===== src/rtl/srtc_defs.vh =====
// Register offsets, field positions, reset values and timing counts of the seconds clock.
`ifndef SRTC_DEFS_VH
`define SRTC_DEFS_VH

// ****************************************************************
// Register indexes (byte address is four times the index)
// ****************************************************************
`define SRTC_IDX_WR_TRACKER 16'h4020
`define SRTC_IDX_SEC_UPPER 16'h4021
`define SRTC_IDX_SEC_LOWER 16'h4022
`define SRTC_IDX_ALM_UPPER 16'h4023
`define SRTC_IDX_ALM_LOWER 16'h4024
`define SRTC_IDX_CTRL 16'h4025
`define SRTC_IDX_IRQ_STATUS 16'h4030
`define SRTC_IDX_IRQ_MASK 16'h4031

// ****************************************************************
// Control register fields
// ****************************************************************
`define SRTC_CTRL_VALID_BIT 15
`define SRTC_CTRL_BUSY_BIT 14
`define SRTC_CTRL_ALM_EN_BIT 10
`define SRTC_CTRL_PINT_HI 6
`define SRTC_CTRL_PINT_LO 4

// ****************************************************************
// Interrupt status and mask fields
// ****************************************************************
`define SRTC_IRQ_ALARM_BIT 0
`define SRTC_IRQ_PERIODIC_BIT 1

// ****************************************************************
// Reset values
// ****************************************************************
`define SRTC_RST_SECONDS 32'h0000_0000
`define SRTC_RST_ALARM 32'h0000_0000
`define SRTC_RST_PINT 3'h0
`define SRTC_RST_LFSR 16'hace1
`define SRTC_RST_MASK 2'h3
`define SRTC_RST_TRACKER 16'h0000
`define SRTC_RST_STATUS 2'h0

// ****************************************************************
// Timing
// ****************************************************************
`define SRTC_CLK_HZ 100000000
`define SRTC_SECOND_NS 1000000000
`define SRTC_CLK_PERIOD_NS 10
`define SRTC_SECOND_CYCLES (`SRTC_SECOND_NS / `SRTC_CLK_PERIOD_NS)
`define SRTC_SYNC_BUSY_CYCLES 3'h4

`endif


===== src/rtl/srtc_seconds_clock.v =====
// Seconds counter real-time clock with alarm, periodic event and Wishbone slave.
`include "srtc_defs.vh"

module srtc_seconds_clock #(
    parameter SECOND_CYCLES = `SRTC_SECOND_CYCLES
) (
    input wire clk,
    input wire rst,
    input wire wb_cyc_i,
    input wire wb_stb_i,
    input wire wb_we_i,
    input wire [31:0] wb_adr_i,
    input wire [3:0] wb_sel_i,
    input wire [31:0] wb_dat_i,
    output reg [31:0] wb_dat_o,
    output reg wb_ack_o,
    output reg wb_err_o,
    output reg irq_o
);

    // ****************************************************************
    // Helpers
    // ****************************************************************
    function [15:0] merge16;
        input [15:0] old_val;
        input [31:0] new_val;
        input [3:0] sel;
        begin
            merge16[7:0] = sel[0] ? new_val[7:0] : old_val[7:0];
            merge16[15:8] = sel[1] ? new_val[15:8] : old_val[15:8];
        end
    endfunction

    function [15:0] lfsr_step;
        input [15:0] v;
        begin
            lfsr_step = {v[14:0], v[15] ^ v[13] ^ v[12] ^ v[10]};
        end
    endfunction

    function is_index;
        input [29:0] a;
        input [15:0] i;
        begin
            is_index = (a == {14'h0000, i});
        end
    endfunction

    // ****************************************************************
    // State
    // ****************************************************************
    reg [31:0] seconds_reg;
    reg [31:0] alarm_time_reg;
    reg alarm_enable_bit_reg;
    reg [2:0] periodic_interval_select_reg;
    reg valid_reg;
    reg [2:0] busy_cnt_reg;
    reg [15:0] time_write_tracker_reg;
    reg [15:0] lfsr_reg;
    reg [31:0] tick_cnt_reg;
    reg [5:0] period_cnt_reg;
    reg [1:0] irq_status_reg;
    reg [1:0] irq_mask_reg;
    reg [31:0] rd_next;
    reg hit_next;
    reg tick_pulse;
    reg periodic_pulse;
    reg alarm_pulse;
    reg [5:0] period_last;
    reg [31:0] seconds_next;
    reg [1:0] status_next;
    reg [1:0] mask_next;

    wire [29:0] idx = wb_adr_i[31:2];
    wire req = wb_cyc_i && wb_stb_i && !wb_ack_o && !wb_err_o;
    wire wr = req && wb_we_i && hit_next;
    // Write strobes, one for each writable register.
    wire wr_sec_hi = wr && is_index(idx, `SRTC_IDX_SEC_UPPER);
    wire wr_sec_lo = wr && is_index(idx, `SRTC_IDX_SEC_LOWER);
    wire wr_alm_hi = wr && is_index(idx, `SRTC_IDX_ALM_UPPER);
    wire wr_alm_lo = wr && is_index(idx, `SRTC_IDX_ALM_LOWER);
    wire wr_ctrl = wr && is_index(idx, `SRTC_IDX_CTRL);
    wire wr_status = wr && is_index(idx, `SRTC_IDX_IRQ_STATUS);
    wire wr_mask = wr && is_index(idx, `SRTC_IDX_IRQ_MASK);
    wire wr_time = wr_sec_hi || wr_sec_lo;
    wire busy = (busy_cnt_reg != 3'h0);

    // ****************************************************************
    // Address decode and read data
    // ****************************************************************
    always @*
    begin
        hit_next = 1'b1;
        rd_next = 32'h0000_0000;
        case (idx)
            {14'h0000, `SRTC_IDX_WR_TRACKER}: rd_next[15:0] = time_write_tracker_reg;
            {14'h0000, `SRTC_IDX_SEC_UPPER}: rd_next[15:0] = seconds_reg[31:16];
            {14'h0000, `SRTC_IDX_SEC_LOWER}: rd_next[15:0] = seconds_reg[15:0];
            {14'h0000, `SRTC_IDX_ALM_UPPER}: rd_next[15:0] = alarm_time_reg[31:16];
            {14'h0000, `SRTC_IDX_ALM_LOWER}: rd_next[15:0] = alarm_time_reg[15:0];
            {14'h0000, `SRTC_IDX_CTRL}:
            begin
                rd_next[`SRTC_CTRL_VALID_BIT] = valid_reg;
                rd_next[`SRTC_CTRL_BUSY_BIT] = busy;
                rd_next[`SRTC_CTRL_ALM_EN_BIT] = alarm_enable_bit_reg;
                rd_next[`SRTC_CTRL_PINT_HI:`SRTC_CTRL_PINT_LO] = periodic_interval_select_reg;
            end
            {14'h0000, `SRTC_IDX_IRQ_STATUS}: rd_next[1:0] = irq_status_reg;
            {14'h0000, `SRTC_IDX_IRQ_MASK}: rd_next[1:0] = irq_mask_reg;
            default: hit_next = 1'b0;
        endcase
    end

    // ****************************************************************
    // Second tick and periodic interval decode
    // ****************************************************************
    always @*
    begin
        tick_pulse = (tick_cnt_reg == SECOND_CYCLES - 1);
        case (periodic_interval_select_reg)
            3'h1: period_last = 6'h00;
            3'h2: period_last = 6'h01;
            3'h3: period_last = 6'h03;
            3'h4: period_last = 6'h07;
            3'h5: period_last = 6'h0f;
            3'h6: period_last = 6'h1f;
            3'h7: period_last = 6'h3f;
            default: period_last = 6'h00;
        endcase
        periodic_pulse = tick_pulse && (periodic_interval_select_reg != 3'h0)
            && (period_cnt_reg >= period_last);
    end

    // ****************************************************************
    // Next seconds, status and mask
    // ****************************************************************
    // A time write at the edge that would have ticked wins, and that second
    // is lost: software should write just after a second has turned.
    always @*
    begin
        seconds_next = seconds_reg;
        if (wr_sec_hi)
            seconds_next[31:16] = merge16(seconds_reg[31:16], wb_dat_i, wb_sel_i);
        else if (wr_sec_lo)
            seconds_next[15:0] = merge16(seconds_reg[15:0], wb_dat_i, wb_sel_i);
        else if (tick_pulse)
            seconds_next = seconds_reg + 32'h0000_0001;
        alarm_pulse = alarm_enable_bit_reg && (seconds_next != seconds_reg)
            && (seconds_next == alarm_time_reg);
        status_next = irq_status_reg;
        if (wr_status && wb_sel_i[0])
            status_next = status_next & ~wb_dat_i[1:0];
        if (alarm_pulse)
            status_next[`SRTC_IRQ_ALARM_BIT] = 1'b1;
        if (periodic_pulse)
            status_next[`SRTC_IRQ_PERIODIC_BIT] = 1'b1;
        mask_next = irq_mask_reg;
        if (wr_mask && wb_sel_i[0])
            mask_next = wb_dat_i[1:0];
    end

    // ****************************************************************
    // Bus answer
    // ****************************************************************
    // Each taken request is answered at the next edge. The answer itself
    // blocks a second take, so ack or err stands for one cycle even when
    // the master keeps its strobe up one cycle longer.
    always @(posedge clk)
    begin
        if (rst)
        begin
            wb_ack_o <= 1'b0;
            wb_err_o <= 1'b0;
        end
        else
        begin
            wb_ack_o <= req && hit_next;
            wb_err_o <= req && !hit_next;
        end
    end

    // Read data stands only beside ack and is zero at all other times.
    always @(posedge clk)
    begin
        if (rst)
            wb_dat_o <= 32'h0000_0000;
        else if (req && hit_next && !wb_we_i)
            wb_dat_o <= rd_next;
        else
            wb_dat_o <= 32'h0000_0000;
    end

    // ****************************************************************
    // Second tick
    // ****************************************************************
    // The tick counter runs free from reset. Time writes do not restart
    // it, so a written value advances at the next tick, which can come less than a second later.
    always @(posedge clk)
    begin
        if (rst)
            tick_cnt_reg <= 32'h0000_0000;
        else if (tick_pulse)
            tick_cnt_reg <= 32'h0000_0000;
        else
            tick_cnt_reg <= tick_cnt_reg + 32'h0000_0001;
    end

    // ****************************************************************
    // Seconds counter
    // ****************************************************************
    always @(posedge clk)
    begin
        if (rst)
            seconds_reg <= `SRTC_RST_SECONDS;
        else
            seconds_reg <= seconds_next;
    end

    // ****************************************************************
    // Write tracker
    // ****************************************************************
    // The generator steps on every clock, so the value that a time write
    // picks up depends on when software happens to write.
    always @(posedge clk)
    begin
        if (rst)
            lfsr_reg <= `SRTC_RST_LFSR;
        else
            lfsr_reg <= lfsr_step(lfsr_reg);
    end

    always @(posedge clk)
    begin
        if (rst)
            time_write_tracker_reg <= `SRTC_RST_TRACKER;
        else if (wr_time)
            time_write_tracker_reg <= lfsr_reg;
    end

    // ****************************************************************
    // Valid and busy flags
    // ****************************************************************
    // Valid stays set until the next reset once either time half is written.
    always @(posedge clk)
    begin
        if (rst)
            valid_reg <= 1'b0;
        else if (wr_time)
            valid_reg <= 1'b1;
    end

    // Writes during busy are still taken; keeping out of them is up to software.
    always @(posedge clk)
    begin
        if (rst)
            busy_cnt_reg <= 3'h0;
        else if (wr_time)
            busy_cnt_reg <= `SRTC_SYNC_BUSY_CYCLES;
        else if (busy)
            busy_cnt_reg <= busy_cnt_reg - 3'h1;
    end

    // ****************************************************************
    // Alarm time
    // ****************************************************************
    // The halves are written one at a time. Software clears the alarm enable
    // while it rewrites the alarm time, as a half-written value can match.
    always @(posedge clk)
    begin
        if (rst)
            alarm_time_reg <= `SRTC_RST_ALARM;
        else if (wr_alm_hi)
            alarm_time_reg[31:16] <= merge16(alarm_time_reg[31:16], wb_dat_i, wb_sel_i);
        else if (wr_alm_lo)
            alarm_time_reg[15:0] <= merge16(alarm_time_reg[15:0], wb_dat_i, wb_sel_i);
    end

    // ****************************************************************
    // Control fields
    // ****************************************************************
    // The low byte holds the interval code and the high byte the alarm
    // enable; each follows its own byte select.
    always @(posedge clk)
    begin
        if (rst)
            alarm_enable_bit_reg <= 1'b0;
        else if (wr_ctrl && wb_sel_i[1])
            alarm_enable_bit_reg <= wb_dat_i[`SRTC_CTRL_ALM_EN_BIT];
    end

    always @(posedge clk)
    begin
        if (rst)
            periodic_interval_select_reg <= `SRTC_RST_PINT;
        else if (wr_ctrl && wb_sel_i[0])
            periodic_interval_select_reg <=
                wb_dat_i[`SRTC_CTRL_PINT_HI:`SRTC_CTRL_PINT_LO];
    end

    // ****************************************************************
    // Periodic interval counter
    // ****************************************************************
    // A new interval code restarts the count, so the first event after it
    // comes once the selected number of ticks has passed.
    always @(posedge clk)
    begin
        if (rst)
            period_cnt_reg <= 6'h00;
        else if (wr_ctrl && wb_sel_i[0])
            period_cnt_reg <= 6'h00;
        else if (periodic_pulse)
            period_cnt_reg <= 6'h00;
        else if (tick_pulse)
            period_cnt_reg <= period_cnt_reg + 6'h01;
    end

    // ****************************************************************
    // Interrupt status, mask and output
    // ****************************************************************
    // The output is formed from the next status and mask, so that it follows
    // a set, a clear or a mask write at the same edge as the registers.
    always @(posedge clk)
    begin
        if (rst)
        begin
            irq_status_reg <= `SRTC_RST_STATUS;
            irq_mask_reg <= `SRTC_RST_MASK;
            irq_o <= 1'b0;
        end
        else
        begin
            irq_status_reg <= status_next;
            irq_mask_reg <= mask_next;
            irq_o <= |(status_next & ~mask_next);
        end
    end

endmodule // srtc_seconds_clock


===== config.mk =====
export PLATFORM = sky130hd
export DESIGN_NAME = srtc_seconds_clock
export DESIGN_NICKNAME = d
export VERILOG_FILES = /design/src/rtl/srtc_seconds_clock.v
export VERILOG_INCLUDE_DIRS = /design/src /design/src/rtl
export SDC_FILE = /design/constraint.sdc
export NUM_CORES = 1
export LEC_CHECK = 0
export BUFFER_PORTS_ARGS = -buffer_cell sky130_fd_sc_hd__buf_2
export CAP_MARGIN = 10
export CORE_MARGIN = 2
export CORE_UTILIZATION = 45
export DETAILED_ROUTE_END_ITERATION = 16
export PLACE_DENSITY_LB_ADDON = 0.2
export SLEW_MARGIN = 40
export SYNTH_ARGS = -nofsm -noshare
export SYNTH_HDL_FRONTEND = slang
export SYNTH_SLANG_ARGS = --single-unit

===== constraint.sdc =====
create_clock -name clk -period 8.85 [get_ports clk]
set_input_delay 0.4425 -clock clk [delete_from_list [all_inputs] [get_ports clk]]
set_output_delay 0.4425 -clock clk [all_outputs]
set_load 0.02 [all_outputs]

==> results.json <==
{
  "leakage_nw": 3.98,
  "gp_congestion": 1.02,
  "netlist_instances": 1363,
  "die_w_um": 156,
  "clk_root_buffer_cell": "clkbuf_16",
  "required_ns": 9.17,
  "crit_chain": "and4bb_2, nand4_1, or3_1, o2bb2ai_1, a221o_1, a2111oi_0, nand4_1, nor4_1, or4_1, a21oi_1",
  "dp_hpwl_um": 33500,
  "drive_gt1_share_pct": 13.5,
  "cp_num_buf_inv": 0,
  "htreeDepth": 4,
  "cts_tree": "done",
  "final_nets": 1462,
  "worst_slack_ns": 3.99,
  "finalHoldViolations": 0,
  "dr.pass1.iters": 7,
  "portBuffers": 71,
  "utilization_pct": 51.0,
  "vias_per_cell": 6.72,
  "pre_cts_slack_ns": 3.84,
  "critPathLaunchType": "flip-flop",
  "crit_start": "wb_err_o",
  "num_vias": 11300,
  "wl_per_cell_um": 27.3,
  "criticalPathCategory": "reg2reg",
  "r2r_start": "wb_err_o",
  "worstPathArrival_ns": 5.19,
  "synth_edf_count": 0,
  "ys_types": 91,
  "cts_resized": 0,
  "grt_usage_pct": 37.4,
  "wirelength_um": 45700,
  "drc": 0,
  "yosys_warnings": 0,
  "hold_class": "in2reg",
  "clk_pin_slew_worst_paths_ns": 0.08,
  "ant_nets": 0,
  "powerDensity_mw_per_mm2": 144,
  "syn-mean-instance-area_um2": 7.61,
  "cts.path.max_buffers": 2,
  "antenna_found_initial": 1,
  "fin_crit_ns": 4.86,
  "cp_top_family": "simple AND/OR/NAND/NOR gates",
  "initial_utilization_pct": 45.8,
  "clk_latency_ns": 0.45,
  "overflow": 0,
  "postCtsHoldBufs": 0,
  "yosysSeqAreaShare_pct": 31.8,
  "fp.dieArea_mm2": 0.0243,
  "first_global_vias": 10200,
  "postCtsSetupRepairBufs": 0,
  "p_total_mw": 1.67,
  "syn_area_mm2": 0.0104,
  "setup_violations": 0,
  "maxSlewViolCount": 0,
  "cp_slowest_cell": "or3_1",
  "drv_cap": 0,
  "critPathMostFrequentCell": "nand4_1",
  "min_from": "wb_dat_i[0]",
  "fin_crit_sh_pct": 54.9,
  "peakVddDrop_mv": 0.0908,
  "rows": 55,
  "status": "complete, no violations",
  "grt_first_pass_wirelength_um": 67000,
  "grt_max_degree": 71,
  "synth_seq_cells": 165,
  "numCtsBuffers": 17,
  "clock-sinks": 165,
  "max_freq_mhz": 206,
  "path_max_fanout": 14,
  "die_h_um": 156,
  "end_kind": "flip-flop",
  "multi_input_area_mm2": 0.00662,
  "drt_iter0_drc": 1648,
  "num-fill-cells": 2259,
  "async_flop_share_pct": 0,
  "max_stage_delay_ns": 0.96,
  "io_pins": 108,
  "skew_ns": 0.0117,
  "tns_ns": 0,
  "ys.flop_type": "dfxtp_1",
  "core_mm2": 0.0226,
  "syn_to_final_growth_pct": 11.3,
  "worst_pin_slew_ns": 0.983,
  "grt_setup_unrepaired": "false",
  "slew_headroom_pct": 33.6,
  "seq_area_mm2": 0.00330
}
[final timing paths]
| path | slack (ns) | cells after the start | end |
|---|---|---|---|
| max | 3.99 | 10 | irq_status_reg[0] |
| min | 0.28 | 3 | alarm_time_reg[16] |
| max reg2reg | 3.99 | 10 | irq_status_reg[0] |
| min reg2reg | 0.45 | 1 | lfsr_reg[5] |
[cell type report]
type | instances | area share (%)
repair buffers | 97 | 4.93
well taps | 285 | 3.09
flip-flops and latches | 165 | 28.6
inverters | 23 | 0.748
clock buffers | 17 | 3.68
diodes | 1 | 0.0217
clock inverters | 15 | 1.61
multi-input cells | 1073 | 57.3
[placed cells by master, fill, tap and decap left out, types with 35 or more instances in the layout]
master   count
nand2_1    194
dfxtp_1    165
nor2_1     119
a21oi_1    101
buf_2       70
nand3_1     64
xnor2_1     39
o21ai_0     37
xor2_1      36
nor3_1      35
nand4_1     35
[metal layers]
layer	track usage, %	wire length [µm]	vias to the layer above
li1	-	-	5005
met1	50.5	18400	5333
met2	56.0	19500	754
met3	9.03	5090	177
met4	18.0	2690	0
met5	0	0	-
[kinds of logic (layout without fill, tap and decap cells)]
kind of cell               after synthesis  count (layout)  synth area share, %
other                                    1              17               0.0361
and+or+nand+nor                        631             631                 31.3
DFF                                    165             165                 31.8
adders and majority gates               12              12                 1.45
xor gates and xnor gates                75              75                 6.33
muxes                                   19              19                 1.86
buffers and inverters                  140             152                 6.07
AOI/OAI and AO/OA                      320             320                 21.1
[metrics by stage]
stage	hold slack, ns	area [µm²]	cells
5_1_grt	0.283	11500	1675
2_1_floorplan	0.417	10400	1378
3_3_place_gp	0.431	10800	1640
6_report	0.278	11500	1676
3_5_place_dp	0.432	10900	1642
4_1_cts	0.274	11500	1674
[Yosys cell counts (9+ instances only)]
cell type | n | area (µm²)
or3_1 | 13 | 81.3
buf_2 | 22 | 110
clkbuf_1 | 69 | 259
xnor2_1 | 39 | 342
a31oi_1 | 22 | 138
nor4_1 | 30 | 188
dfxtp_1 | 165 | 3300
or2_2 | 12 | 75.1
nand4_1 | 35 | 219
nand2_1 | 194 | 728
and3_1 | 20 | 125
a221oi_1 | 9 | 78.8
o21ai_0 | 37 | 185
nand2b_1 | 12 | 75.1
ha_1 | 12 | 150
nand3_1 | 65 | 325
a21oi_1 | 101 | 505
mux2i_1 | 17 | 170
o31ai_1 | 9 | 67.6
inv_1 | 22 | 82.6
buf_4 | 18 | 135
nor2_1 | 122 | 458
a21o_1 | 10 | 75.1
xor2_1 | 36 | 315
nor2b_1 | 17 | 106
nor3_1 | 39 | 195
o22a_1 | 9 | 78.8
a222oi_1 | 18 | 180
and4_1 | 13 | 114
[worst min-delay path: stages]
cell     delay, ns
buf_2         0.13
nand2_1       0.06
a21oi_1       0.05
[report_power, final]
group          internal [mW]  switching [mW]  total (mW)
registers              0.752         0.00510       0.757
clock network          0.384           0.400       0.785
logic                 0.0390          0.0848       0.124
Power figures use the tool's default switching activity.
